--- src/core/iwc_defs.svh ---
// iwc_defs.svh: register offsets, field positions and reset values of the
// interrupt wake and context save block. definitions only.
`ifndef IWC_DEFS_SVH
`define IWC_DEFS_SVH

`define IWC_ADDR_W        12
`define IWC_BANK_W        5
`define IWC_LOC_W         7
`define IWC_SHADOW_BANK   5'h1F
// register locations inside any bank (low 7 address bits)
`define IWC_LOC_CTRL      7'h0B
`define IWC_LOC_EDGE      7'h0C
`define IWC_LOC_PRF3      7'h0D
`define IWC_LOC_MASK      7'h0E
`define IWC_LOC_STAT      7'h0F
// shadow locations, bank 31 only
`define IWC_LOC_SH_STATUS 7'h64
`define IWC_LOC_SH_W      7'h65
`define IWC_LOC_SH_BANK   7'h66
`define IWC_LOC_SH_PCLH   7'h67
`define IWC_LOC_SH_P0L    7'h68
`define IWC_LOC_SH_P0H    7'h69
`define IWC_LOC_SH_P1L    7'h6A
`define IWC_LOC_SH_P1H    7'h6B
// bits of the control, edge select and flag 3 registers
`define IWC_BIT_MIE       7
`define IWC_BIT_EXTEN     4
`define IWC_BIT_EXTFLG    1
`define IWC_BIT_EDGE      0
`define IWC_BIT_CAP3      4
// status bits of the interrupt status register
`define IWC_ST_EXT        0
`define IWC_ST_CAP3       1
`define IWC_ST_WAKE       2
// expiry and power-down bits of the core status register, kept out of the copy
`define IWC_STATUS_KEEP   8'h18
`define IWC_RST_BYTE      8'h00
`define IWC_RST_EDGE      8'h01

`endif

--- src/core/iwc_pkg.sv ---
// iwc_pkg: types of the interrupt wake and context save block.
// assumes iwc_defs.svh carries the register offsets, field positions and reset values.
package iwc_pkg;
  typedef enum logic [1:0] {
    IWC_RUN   = 2'b00,
    IWC_HALT  = 2'b01,
    IWC_STEP  = 2'b11,
    IWC_ENTER = 2'b10
  } iwc_state_e;
endpackage

--- src/core/iwc_core.sv ---
// iwc_core: wake from halt, external pin edge interrupt, context shadowing.
// assumes the core samples outputs as pulses/levels and keeps its live
// registers itself, loading them from restore_*_o when restore_o pulses.
//
// Chosen here: the address-and-strobe port and the address map.
`timescale 1ns/1ps
`include "iwc_defs.svh"

module iwc_core (
  input  wire logic        clk_i,
  input  wire logic        rst_i,
  input  wire logic [11:0] addr_i,
  input  wire logic [7:0]  wdata_i,
  input  wire logic        wr_i,
  input  wire logic        rd_i,
  output logic      [7:0]  rdata_o,
  input  wire logic        ext_pin_i,
  input  wire logic        capture3_event_i,
  input  wire logic        cap3_clockless_i,
  input  wire logic        halt_i,
  input  wire logic        instr_done_i,
  input  wire logic        retfie_i,
  input  wire logic [12:0] pc_i,
  input  wire logic [7:0]  live_w_i,
  input  wire logic [7:0]  live_status_i,
  input  wire logic [7:0]  live_bsr_i,
  input  wire logic [7:0]  live_pclh_i,
  input  wire logic [7:0]  live_p0l_i,
  input  wire logic [7:0]  live_p0h_i,
  input  wire logic [7:0]  live_p1l_i,
  input  wire logic [7:0]  live_p1h_i,
  output logic             clk_run_o,
  output logic             vector_o,
  output logic             push_o,
  output logic      [12:0] push_pc_o,
  output logic             restore_o,
  output logic      [7:0]  restore_w_o,
  output logic      [7:0]  restore_status_o,
  output logic      [7:0]  restore_bsr_o,
  output logic      [7:0]  restore_pclh_o,
  output logic      [7:0]  restore_p0l_o,
  output logic      [7:0]  restore_p0h_o,
  output logic      [7:0]  restore_p1l_o,
  output logic      [7:0]  restore_p1h_o,
  output logic             irq_o
);

  // shadow order: status, w, bsr, pclh, p0l, p0h, p1l, p1h
  logic [7:0] shadow_r [8];
  logic [7:0] shadow_nxt [8];
  logic [7:0] ctrl_r, ctrl_nxt;
  logic [7:0] edge_r, edge_nxt;
  logic [7:0] prf3_r, prf3_nxt;
  logic [7:0] mask_r, mask_nxt;
  logic [7:0] stat_r, stat_nxt;
  logic [7:0] rdata_r, rdata_nxt;
  logic       pin_d_r, pin_d_nxt;
  logic       vec_r, vec_nxt;
  logic       push_r, push_nxt;
  logic       rest_r, rest_nxt;
  logic       irq_r, irq_nxt;
  logic       clk_run_r, clk_run_nxt;
  logic [12:0] push_pc_r, push_pc_nxt;
  iwc_pkg::iwc_state_e state_r, state_nxt;

  logic [`IWC_BANK_W-1:0] bank;
  logic [`IWC_LOC_W-1:0]  loc;
  logic ext_edge;
  logic mie;
  logic pending;
  logic wake_src;

  function automatic logic hit(input logic strobe, input logic [6:0] where);
    hit = strobe && (loc == where);
  endfunction

  function automatic logic sh_hit(input logic strobe, input logic [2:0] idx);
    sh_hit = strobe && (bank == `IWC_SHADOW_BANK)
             && (loc == (`IWC_LOC_SH_STATUS + {4'h0, idx}));
  endfunction

  always_comb begin
    bank = addr_i[`IWC_ADDR_W-1:`IWC_LOC_W];
    loc  = addr_i[`IWC_LOC_W-1:0];
    mie  = ctrl_r[`IWC_BIT_MIE];
    // pin sampled synchronously; rising when edge select is one
    ext_edge = edge_r[`IWC_BIT_EDGE] ? (ext_pin_i && !pin_d_r)
                                     : (!ext_pin_i && pin_d_r);
    pending = (ctrl_r[`IWC_BIT_EXTFLG] && ctrl_r[`IWC_BIT_EXTEN])
           || (prf3_r[`IWC_BIT_CAP3] && mask_r[`IWC_ST_CAP3]);
    // waking sources must keep running with the system clock stopped
    wake_src = (ctrl_r[`IWC_BIT_EXTFLG] && ctrl_r[`IWC_BIT_EXTEN])
            || (prf3_r[`IWC_BIT_CAP3] && cap3_clockless_i);
  end

  always_comb begin
    ctrl_nxt  = ctrl_r;
    edge_nxt  = edge_r;
    prf3_nxt  = prf3_r;
    mask_nxt  = mask_r;
    stat_nxt  = stat_r;
    pin_d_nxt = ext_pin_i;
    for (int i = 0; i < 8; i++) begin
      shadow_nxt[i] = shadow_r[i];
      if (sh_hit(wr_i, 3'(i))) begin
        shadow_nxt[i] = wdata_i;
      end
    end
    if (hit(wr_i, `IWC_LOC_CTRL)) begin
      ctrl_nxt = wdata_i;
    end
    if (hit(wr_i, `IWC_LOC_EDGE)) begin
      edge_nxt = {7'h00, wdata_i[`IWC_BIT_EDGE]};
    end
    if (hit(wr_i, `IWC_LOC_PRF3)) begin
      prf3_nxt = wdata_i & 8'h10;
    end
    if (hit(wr_i, `IWC_LOC_MASK)) begin
      mask_nxt = wdata_i & 8'h07;
    end
    if (hit(wr_i, `IWC_LOC_STAT)) begin
      stat_nxt = stat_r & ~wdata_i;
    end
    // hardware set wins over a software clear in the same cycle
    if (ext_edge) begin
      ctrl_nxt[`IWC_BIT_EXTFLG] = 1'b1;
      stat_nxt[`IWC_ST_EXT] = 1'b1;
    end
    if (capture3_event_i) begin
      prf3_nxt[`IWC_BIT_CAP3] = 1'b1;
      stat_nxt[`IWC_ST_CAP3] = 1'b1;
    end
    state_nxt   = state_r;
    vec_nxt     = 1'b0;
    push_nxt    = 1'b0;
    rest_nxt    = 1'b0;
    push_pc_nxt = push_pc_r;
    clk_run_nxt = 1'b1;
    unique case (state_r)
      iwc_pkg::IWC_RUN: begin
        if (halt_i) begin
          state_nxt   = iwc_pkg::IWC_HALT;
          clk_run_nxt = 1'b0;
        end else if (mie && pending) begin
          state_nxt = iwc_pkg::IWC_ENTER;
        end
      end
      iwc_pkg::IWC_HALT: begin
        clk_run_nxt = 1'b0;
        if (wake_src) begin
          state_nxt   = iwc_pkg::IWC_STEP;
          clk_run_nxt = 1'b1;
          stat_nxt[`IWC_ST_WAKE] = 1'b1;
        end
      end
      iwc_pkg::IWC_STEP: begin
        // the instruction after halt runs first, then vector only if enabled
        if (instr_done_i) begin
          state_nxt = mie ? iwc_pkg::IWC_ENTER : iwc_pkg::IWC_RUN;
        end
      end
      iwc_pkg::IWC_ENTER: begin
        state_nxt   = iwc_pkg::IWC_RUN;
        vec_nxt     = 1'b1;
        push_nxt    = 1'b1;
        push_pc_nxt = pc_i;
        ctrl_nxt[`IWC_BIT_MIE] = 1'b0;
        shadow_nxt[0] = live_status_i & ~`IWC_STATUS_KEEP;
        shadow_nxt[1] = live_w_i;
        shadow_nxt[2] = live_bsr_i;
        shadow_nxt[3] = live_pclh_i;
        shadow_nxt[4] = live_p0l_i;
        shadow_nxt[5] = live_p0h_i;
        shadow_nxt[6] = live_p1l_i;
        shadow_nxt[7] = live_p1h_i;
      end
    endcase
    // return: pop and restore as one pulse, master enable back on
    if (retfie_i && state_r == iwc_pkg::IWC_RUN) begin
      rest_nxt = 1'b1;
      ctrl_nxt[`IWC_BIT_MIE] = 1'b1;
    end
    irq_nxt = |(stat_nxt & mask_nxt);
    rdata_nxt = 8'h00;
    if (rd_i) begin
      unique case (loc)
        `IWC_LOC_CTRL: rdata_nxt = ctrl_r;
        `IWC_LOC_EDGE: rdata_nxt = edge_r;
        `IWC_LOC_PRF3: rdata_nxt = prf3_r;
        `IWC_LOC_MASK: rdata_nxt = mask_r;
        `IWC_LOC_STAT: rdata_nxt = stat_r;
        default: begin
          for (int i = 0; i < 8; i++) begin
            if (sh_hit(1'b1, 3'(i))) begin
              rdata_nxt = shadow_r[i];
            end
          end
        end
      endcase
    end
  end

  always_ff @(posedge clk_i or posedge rst_i) begin
    if (rst_i) begin
      for (int i = 0; i < 8; i++) begin
        shadow_r[i] <= `IWC_RST_BYTE;
      end
      ctrl_r    <= `IWC_RST_BYTE;
      edge_r    <= `IWC_RST_EDGE;
      prf3_r    <= `IWC_RST_BYTE;
      mask_r    <= `IWC_RST_BYTE;
      stat_r    <= `IWC_RST_BYTE;
      rdata_r   <= `IWC_RST_BYTE;
      pin_d_r   <= 1'b0;
      vec_r     <= 1'b0;
      push_r    <= 1'b0;
      rest_r    <= 1'b0;
      irq_r     <= 1'b0;
      clk_run_r <= 1'b1;
      push_pc_r <= 13'h0000;
      state_r   <= iwc_pkg::IWC_RUN;
    end else begin
      shadow_r  <= shadow_nxt;
      ctrl_r    <= ctrl_nxt;
      edge_r    <= edge_nxt;
      prf3_r    <= prf3_nxt;
      mask_r    <= mask_nxt;
      stat_r    <= stat_nxt;
      rdata_r   <= rdata_nxt;
      pin_d_r   <= pin_d_nxt;
      vec_r     <= vec_nxt;
      push_r    <= push_nxt;
      rest_r    <= rest_nxt;
      irq_r     <= irq_nxt;
      clk_run_r <= clk_run_nxt;
      push_pc_r <= push_pc_nxt;
      state_r   <= state_nxt;
    end
  end

  always_comb begin
    rdata_o          = rdata_r;
    clk_run_o        = clk_run_r;
    vector_o         = vec_r;
    push_o           = push_r;
    push_pc_o        = push_pc_r;
    restore_o        = rest_r;
    restore_status_o = shadow_r[0];
    restore_w_o      = shadow_r[1];
    restore_bsr_o    = shadow_r[2];
    restore_pclh_o   = shadow_r[3];
    restore_p0l_o    = shadow_r[4];
    restore_p0h_o    = shadow_r[5];
    restore_p1l_o    = shadow_r[6];
    restore_p1h_o    = shadow_r[7];
    irq_o            = irq_r;
  end

endmodule

--- config.mk ---
export PLATFORM = sky130hd
export DESIGN_NAME = iwc_core
export DESIGN_NICKNAME = d
export VERILOG_FILES = /design/src/core/iwc_pkg.sv /design/src/core/iwc_core.sv
export VERILOG_INCLUDE_DIRS = /design/src /design/src/core
export SDC_FILE = /design/constraint.sdc
export NUM_CORES = 1
export LEC_CHECK = 0
export BUFFER_PORTS_ARGS = -buffer_cell sky130_fd_sc_hd__buf_2
export CORE_MARGIN = 2
export CORE_UTILIZATION = 46
export CTS_CLUSTER_DIAMETER = 50
export DETAILED_ROUTE_END_ITERATION = 8
export PLACE_DENSITY = 0.88
export SLEW_MARGIN = 40
export SYNTH_ARGS = -nofsm -noshare
export SYNTH_HDL_FRONTEND = slang
export SYNTH_SLANG_ARGS = --single-unit
--- constraint.sdc ---
create_clock -name clk_i -period 3.2 [get_ports clk_i]
set_clock_uncertainty 0.15 [all_clocks]
set_input_delay 0 -clock clk_i [delete_from_list [all_inputs] [get_ports clk_i]]
set_output_delay 0 -clock clk_i [all_outputs]
set_load 0.05 [all_outputs]
==> results.toml, run 1 <==
[layout]
multiInputGateArea_sq_um = 2750
area.growth.synth_to_final_pct = 49.1
fin_cells = 1111
layout-drive-gt1-share_pct = 29.4
final_nets = 1033
regArea_sq_um = 2960
num_antenna_cells = 0
final_common_cell = "buf_2"
layout_common_cells = "buf_2 (194), dfrtp_1 (116), dlygate4sd3_1 (113)"
stdcell_area_sq_um = 8840
fill_cells = 912

[timing]
hold_viol = 0
period_share_pct = 96.5
max_freq_ghz = 0.324
min_period_ps = 3090
worstMarginPinSlew_ps = 809
grt_setup_unrepaired = "no"
slew_viol_final = 0
relSlewSlack_pct = 45.6
hold_slack_ps = 93.6
setup_viol = 0
fin_setup_tns_ps = 0

[job]
drv_cap = 0

[grt]
grt_max_degree = 59
grt_pass1_vias = 6736
overflow = 0
antenna_found_initial = 0
track_usage_pct = 34.5
grt_pass1_wl_microns = 36700

[pwr]
power_mw = 8.81
power.share.switching_pct = 49.1
pwr-share-clk_pct = 22.6
power_frac_comb_pct = 48.7
peakVddDrop_uv = 793
switching_power_mw = 4.32
p_int_mw = 4.49
p_per_area_nw_per_um2 = 997
power_frac_seq_pct = 28.7
leakage_nw = 4.19

[floorplanning]
design.die.area_sq_um = 13800
fp.dieH_microns = 118
core-area_sq_um = 12600
die_w_microns = 118
io_pins = 197
rows = 41
start_util_pct = 47.0

[cts]
numCtsBuffers = 17
cts_max_level = 4
clk_path_buf_depth = 2
cts_tree = "done"
postCtsSetupBuffers = 0
clock_sinks = 118
clk-insertion-delay-late_ps = 430
clockRootBuffer = "clkbuf_16"
path_clk_slew_ps = 50

[worst_setup_path]
critical_path_arrival_ps = 3240
reg2reg_slack_ps = 310
end_kind = "register"
start_kind = "input port"
critical_path_required_ps = 3350
critical_path_class = "input port to register"
path_max_fanout = 16

[drt]
dr_total_vias = 6807
drtPass1Iterations = 6
drc = 0
drt_iter0_drc = 810
wirelength_microns = 24100
route.antenna.remaining_nets = 0
routed_via_density = 6.13
wl_per_cell_microns = 21.7

[status]
status = "finished, final reports clean"

[place]
hpwl_microns = 14900
dp.cells = 966
place_congestion = 0.945
place_area_sq_um = 7080
io_buffers = 194

[yosys]
synth_edf_count = 0
avgSynthCellArea_sq_um = 9.41
synthDistinctLibCells = 66
synth_largest_area_cell = "dfrtp_1"
synth_top_area_share_pct = 49.0
synth_area_sq_um = 5930
synth_fp_nets = 737
ys_warn_count = 0
yosys_most_used_dff = "dfrtp_1"
synth.ff_latch_count = 118
seq_area_frac_synth_pct = 49.8
async_reset_ff_share_pct = 100
synth_area_leaders = "dfrtp_1 (49%), a21oi_1 (7.4%), nand2_1 (6.2%), o21ai_0 (4.5%), mux2_2 (2.5%)"
syn_inst = 630

[min_path]
hp-class = "input port to register"
-- critical path, cell delays in order --
cell and delay, ps:
dlygate4sd3_1 530, buf_2 130, nand3b_1 360, nor4_4 820, a31oi_2 410, a22oi_1 240, o21ai_0 120, dlygate4sd3_1 610
-- synthesized netlist by cell type, types with 8 or more instances --
library cell	count
a22oi_1	15
mux2_2	13
a21oi_1	88
dfrtp_1	116
mux2i_1	12
nand2_1	98
o22ai_1	10
nor2_1	33
inv_1	14
o21ai_0	53
clkbuf_1	22
nor3_1	8
a31oi_1	8
-- area by class of cell --
type | instances | share of cell area [%]
Clock inverter | 11 | 1.68
Clock buffer | 21 | 5.32
Tap cell | 172 | 2.43
Multi-Input combinational cell | 455 | 31.1
Inverter | 16 | 0.722
Timing Repair Buffer | 318 | 25.3
Sequential cell | 118 | 33.4
-- registers in the layout, indices dropped and copies added, names as in the netlist, 2 cells and up --
register and cells:
restore_w_o 8, push_pc_o 13, restore_p1h_o 8, stat_r 8
restore_bsr_o 8, ctrl_r 8, restore_p0h_o 8, restore_p1l_o 8
mask_r 8, state_r 2, restore_p0l_o 8, restore_status_o 8
rdata_o 8, restore_pclh_o 8
-- power by group through the flow --
stage | registers (mW) | clock network [mW] | logic (mW)
final | 2.53 | 1.99 | 4.29
after global routing | 2.57 | 2.06 | 4.49
after CTS | 2.49 | 1.99 | 4.16
after detailed placement | 2.50 | 0 | 3.85
after global placement | 2.49 | 0 | 3.75
after floorplan | 4.02 | 0 | 1.23
-- per-layer routing --
layer / global-route usage [%] / vias to the layer above / part of all wire (%)
met4: 21.2 / 0 / 5.3
met2: 55.9 / 586 / 48
met5: 0 / - / 0
met3: 7.99 / 118 / 11
li1: - / 2880 / -
met1: 41.9 / 3223 / 36
-- stage by stage --
stage,setup WS (ps),utilization [%]
finish,113,70.1
global route,14.4,70.1
CTS,268,70.0
detailed placement,851,56.1
global placement,819,55.7
floorplan,1360,-
-- logic make-up (layout without fill, tap and decap cells) --
group | Yosys count | after routing | synth area share (%)
flip-flops | 118 | 118 | 49.8
buffers and inverters | 57 | 366 | 4.37
AO/OA/AOI/OAI | 231 | 231 | 24.0
multiplexers | 28 | 28 | 5.63
AND/OR/NAND/NOR | 196 | 196 | 16.2
-- what timing repair did --
item                                   CTS  global route
endpoints found under the hold margin  230             0
gates resized for setup                  0             1
hold buffers                           113             0
setup endpoints to repair                0             1
-- path summary, 6_finish.rpt --
path,from,cells past startpoint,to
setup / recovery,addr_i[6],8,restore_p1h_o[7]
hold / removal,addr_i[7],5,rdata_o[2]
setup reg to reg,state_r[0],7,restore_pclh_o[4]
hold reg to reg,push_pc_o[5],2,push_pc_o[5]
max in group asynchronous,rst_i,6,restore_bsr_o[0]
min in group asynchronous,rst_i,4,push_pc_o[0]
No activity file was read; power rests on OpenSTA's default activity.
==> inputs of run 2 (changes only) <==
--- a/config.mk
+++ b/config.mk
@@ -6,7 +6,8 @@
 export SDC_FILE = /design/constraint.sdc
 export NUM_CORES = 1
 export LEC_CHECK = 0
-export BUFFER_PORTS_ARGS = -buffer_cell sky130_fd_sc_hd__buf_2
+export ABC_AREA = 1
+export BUFFER_PORTS_ARGS = -buffer_cell sky130_fd_sc_hd__clkbuf_2
 export CORE_MARGIN = 2
 export CORE_UTILIZATION = 46
 export CTS_CLUSTER_DIAMETER = 50
==> results.toml, run 2 <==
[status]
status = "finished, final reports clean"

[worst_setup_path]
cp_cell_sequence = "inv_1 > nor2_4 > buf_4 > nor2_2 > nand2_1 > o211ai_1 > dlygate4sd3_1"
critical_path_class = "register to register"
critical_path_arrival_ps = 2650
worst-path-buf-inv = 3
timing.rr.start = "state_r[1]"
critical_path_required_ps = 3340
path_delay_family = "buffers and inverters"
cp_slowest_cell = "buf_4"
path_max_fanout = 77
end_kind = "register"
timing.rr.end = "restore_status_o[6]"
reg2reg_slack_ps = 690
start_kind = "register"
cpPeakStageDelay_ps = 610
reg2reg_depth = 7

[layout]
stdcell_area_sq_um = 8610
fill_cells = 926
final_nets = 1140
layout-drive-gt1-share_pct = 27.3
final_common_cell = "nand2_1"
multiInputGateArea_sq_um = 2600
layout_common_cells = "nand2_1 (241), clkbuf_2 (194), dfrtp_1 (116)"
fin_util_pct = 68.5
regArea_sq_um = 2960
fin_cells = 1218
num_antenna_cells = 0
largest_register_ffs = 13
area.growth.synth_to_final_pct = 45.5

[yosys]
synth_area_leaders = "dfrtp_1 (49%), nand2_1 (15%), nor2_1 (6.5%), a31oi_1 (6.4%), inv_1 (3.0%)"
synth_top_area_share_pct = 49.0
avgSynthCellArea_sq_um = 8.08
ys_warn_count = 0
synth_area_sq_um = 5920
synth.ff_latch_count = 118
syn_inst = 733
synth_fp_nets = 840
post-synth-top-count-cell = "nand2_1"
synth_edf_count = 0
synthDistinctLibCells = 36
ys_top_cells_by_count = "nand2_1 (241), dfrtp_1 (116), nor2_1 (103)"
synth_largest_area_cell = "dfrtp_1"
yosys_most_used_dff = "dfrtp_1"
seq_area_frac_synth_pct = 49.9
async_reset_ff_share_pct = 100

[timing]
setup_viol = 0
min_period_ps = 2510
period_share_pct = 78.6
worstMarginPinSlew_ps = 772
fin_setup_tns_ps = 0
hold_slack_ps = 52.0
layout_setup_ws_ps = 685
slew_viol_final = 0
max_freq_ghz = 0.398
hold_viol = 0
grt_setup_unrepaired = "no"
relSlewSlack_pct = 48.5

[pwr]
power_frac_seq_pct = 29.2
peakVddDrop_uv = 796
leakage_nw = 4.21
p_int_mw = 4.19
power.share.switching_pct = 51.4
switching_power_mw = 4.42
pwr-share-clk_pct = 20.9
power_mw = 8.60
p_per_area_nw_per_um2 = 999
power_frac_comb_pct = 49.8

[floorplanning]
rows = 41
io_pins = 197
design.die.area_sq_um = 13800
core-area_sq_um = 12600
start_util_pct = 47.1
fp.dieH_microns = 117
die_w_microns = 117

[grt]
grt_pass1_vias = 6397
overflow = 0
grt_pass1_wl_microns = 32900
grt_max_degree = 78
track_usage_pct = 30.4
antenna_found_initial = 0

[drt]
wirelength_microns = 21000
drt_iter0_drc = 494
drc = 0
route.antenna.remaining_nets = 0
routed_via_density = 5.36
dr_total_vias = 6530
wl_per_cell_microns = 17.2
drtPass1Iterations = 6

[place]
place_congestion = 0.887
post-place-ws_ps = 1230
dp.cells = 1083
io_buffers = 194
place_area_sq_um = 7020
hpwl_microns = 13400

[job]
drv_cap = 0

[cts]
clock_sinks = 118
cts-resized-gates = 0
numCtsBuffers = 17
clockRootBuffer = "clkbuf_16"
postCtsSetupBuffers = 0
clk_path_buf_depth = 2
clk-insertion-delay-late_ps = 410
path_clk_slew_ps = 60
cts_max_level = 4
cts_tree = "done"

[min_path]
hp-class = "input port to asynchronous set/reset pin"
==> run 2: how the worst max path moves through the flow <==
stage | from | to | slack [ps] | cells past startpoint
floorplan | state_r[0] | restore_pclh_o[7] | 1560 | 6
global placement | state_r[0] | restore_status_o[2] | 1300 | 6
detailed placement | state_r[1] | restore_status_o[2] | 1230 | 7
CTS | state_r[1] | restore_status_o[5] | 770 | 7
global route | state_r[1] | restore_status_o[6] | 550 | 7
finish | state_r[1] | restore_status_o[6] | 690 | 7
==> run 2: final cells by class <==
| type | count | area share, % |
|---|---|---|
| clock buffer | 21 | 5.35 |
| clock inverter | 11 | 1.19 |
| inverter | 59 | 2.67 |
| multi-input combinational | 535 | 30.1 |
| sequential | 118 | 34.3 |
| tap | 172 | 2.50 |
| timing repair buffer | 302 | 23.8 |
==> run 2: kinds of logic (layout without fill, tap and decap cells) <==
logic type / count (synthesis) / in the layout / synth area share (%)
simple gates: 417 / 417 / 30.5
compound gates: 118 / 118 / 13.3
flops: 118 / 118 / 49.9
buf+inv: 80 / 393 / 6.32
==> run 2: worst min-delay path: stages <==
cell and delay [ps]:
dlygate4sd3_1 530, clkbuf_2 120, clkinvlp_4 410
==> run 2: per-layer routing <==
| layer | part of all wire (%) | vias up | GRT usage (%) | wire [microns] |
|---|---|---|---|---|
| met5 | 0 | - | 0 | 0 |
| met4 | 4.9 | 0 | 15.6 | 1030 |
| met3 | 8.9 | 96 | 7.27 | 1860 |
| met2 | 48 | 425 | 49.0 | 9990 |
| met1 | 39 | 3005 | 38.4 | 8090 |
| li1 | - | 3004 | - | - |
==> run 2: power groups by stage <==
| stage | clock network [mW] | registers (mW) | logic [mW] |
|---|---|---|---|
| 2_1_floorplan | 0 | 4.16 | 1.41 |
| 5_1_grt | 1.89 | 2.57 | 4.54 |
| 3_5_place_dp | 0 | 2.51 | 4.07 |
| 6_report | 1.80 | 2.51 | 4.29 |
| 4_1_cts | 1.81 | 2.49 | 4.21 |
| 3_3_place_gp | 0 | 2.50 | 3.98 |
==> run 2: repair_timing <==
action	CTS	global route
hold buffers	103	0
endpoints found under the setup margin	0	0
hold endpoints to repair	231	0
==> inputs of run 3 (changes only) <==
--- a/config.mk
+++ b/config.mk
@@ -9,10 +9,10 @@
 export ABC_AREA = 1
 export BUFFER_PORTS_ARGS = -buffer_cell sky130_fd_sc_hd__clkbuf_2
 export CORE_MARGIN = 2
-export CORE_UTILIZATION = 46
+export CORE_UTILIZATION = 51
 export CTS_CLUSTER_DIAMETER = 50
 export DETAILED_ROUTE_END_ITERATION = 8
-export PLACE_DENSITY = 0.88
+export PLACE_DENSITY = 0.92
 export SLEW_MARGIN = 40
 export SYNTH_ARGS = -nofsm -noshare
 export SYNTH_HDL_FRONTEND = slang
==> constraint.sdc (replaced) <==
create_clock -name clk_i -period 2.55 [get_ports clk_i]
set_clock_uncertainty 0.15 [all_clocks]
set_input_delay 0 -clock clk_i [delete_from_list [all_inputs] [get_ports clk_i]]
set_output_delay 0 -clock clk_i [all_outputs]
set_load 0.05 [all_outputs]
==> results.toml, run 3 (synthesis results as in run 2) <==
[worst_setup_path]
start_kind = "register"
path_max_fanout = 17
timing.rr.start = "state_r[1]"
critical_path_arrival_ps = 2660
critical_path_class = "register to register"
end_kind = "register"
reg2reg_depth = 7
reg2reg_slack_ps = 90
timing.rr.end = "restore_status_o[5]"
critical_path_required_ps = 2750

[layout]
largest_register_ffs = 13
fin_cells = 1193
fill_cells = 721
num_antenna_cells = 0
final_common_cell = "nand2_1"
layout_common_cells = "nand2_1 (240), clkbuf_2 (194), dfrtp_1 (116)"
final_nets = 1144
layout-drive-gt1-share_pct = 27.8
area.growth.synth_to_final_pct = 46.2

[timing]
setup_viol = 0
min_period_ps = 2460
fin_setup_tns_ps = 0
worstMarginPinSlew_ps = 688
slew_viol_final = 0
hold_slack_ps = 67.0
period_share_pct = 96.5
relSlewSlack_pct = 54.0
max_freq_ghz = 0.407
grt_setup_unrepaired = "no"
hold_viol = 0

[grt]
antenna_found_initial = 0
grt_pass1_vias = 6815
grt_max_degree = 61
overflow = 0
grt_pass1_wl_microns = 34800
track_usage_pct = 36.0

[cts]
clockRootBuffer = "clkbuf_16"
clk-insertion-delay-late_ps = 420
clock_sinks = 118
cts_tree = "done"
clk_path_buf_depth = 2
numCtsBuffers = 17
path_clk_slew_ps = 60
cts_max_level = 4

[pwr]
leakage_nw = 4.25
peakVddDrop_uv = 949
p_per_area_nw_per_um2 = 1280

[place]
dp.cells = 1055
hpwl_microns = 13200
place_congestion = 0.956
io_buffers = 194

[drt]
drc = 1
dr_total_vias = 6872
drtPass1Iterations = 9
wirelength_microns = 22300
drt_iter0_drc = 692
routed_via_density = 5.76
route.antenna.remaining_nets = 0
wl_per_cell_microns = 18.7

[floorplanning]
die_w_microns = 112
design.die.area_sq_um = 12500
rows = 39
core-area_sq_um = 11400
io_pins = 197
fp.dieH_microns = 112
start_util_pct = 52.1

[status]
status = "finished, violations left"
violations = "DRC"

[min_path]
hp-class = "input port to asynchronous set/reset pin"

[job]
drv_cap = 0
[run 3: changes by cell type in the layout (fill, tap and decap cells not counted), sizes merged]
| cell | delta |
|---|---|
| buf | +2 |
| bufinv | +1 |
| clkbuf | -3 |
| clkinv | +2 |
| clkinvlp | -2 |
| dlygate4sd3 | +2 |
| inv | +2 |
[run 3: layout make-up]
type	count	area, sq um	share of cell area [%]
clock buffer	18	439	5.07
clock inverter	14	153	1.76
tap	143	179	2.07
multi-input combinational	535	2610	30.2
sequential	118	2960	34.1
inverter	59	230	2.66
timing repair buffer	306	2090	24.1
[run 3: metrics by stage]
stage | utilization (%) | power (mW) | cell area, sq um | setup WS (ps)
2_1_floorplan | - | 6.99 | 5920 | 914
3_3_place_gp | 61.5 | 8.11 | 6990 | 697
3_5_place_dp | 61.5 | 8.24 | 6990 | 637
4_1_cts | 75.9 | 10.8 | 8630 | 147
5_1_grt | 76.1 | 11.5 | 8650 | 10.7
6_report | 76.1 | 11.0 | 8650 | 90.2
[run 3: repair_timing]
action                                 4_1_cts  5_1_grt
setup endpoints to repair                    0        3
endpoints found under the hold margin      146        0
resized for setup                            0        4
buffers inserted                             0        1
hold buffers                               105        0
[run 3: critical path, cell delays in order (launching register included)]
cell and delay, ps:
dfrtp_1 390, inv_1 130, nor2_4 50, inv_1 50
buf_4 320, nand2_1 380, o211ai_1 330, dlygate4sd3_1 590
[run 3: power by group]
| group | internal (mW) | total [mW] | switching (mW) |
|---|---|---|---|
| logic | 1.28 | 5.43 | 4.15 |
| registers | 2.58 | 3.21 | 0.634 |
| clock network | 1.47 | 2.40 | 0.927 |
| total | 5.32 | 11.0 | 5.72 |
[run 3: routing by layer]
metal	track usage, %	wire (microns)
met1	42.3	7820
met2	59.2	10500
met3	8.82	2340
met4	23.2	1590
met5	0	0
[run 3: worst max path at each step]
stage | endpoint | start
floorplan | restore_pclh_o[7] | state_r[0]
global placement | restore_p0h_o[5] | state_r[0]
detailed placement | restore_p1h_o[5] | state_r[0]
CTS | rdata_o[4] | addr_i[6]
global route | prf3_r[4] | addr_i[0]
finish | restore_status_o[5] | state_r[1]
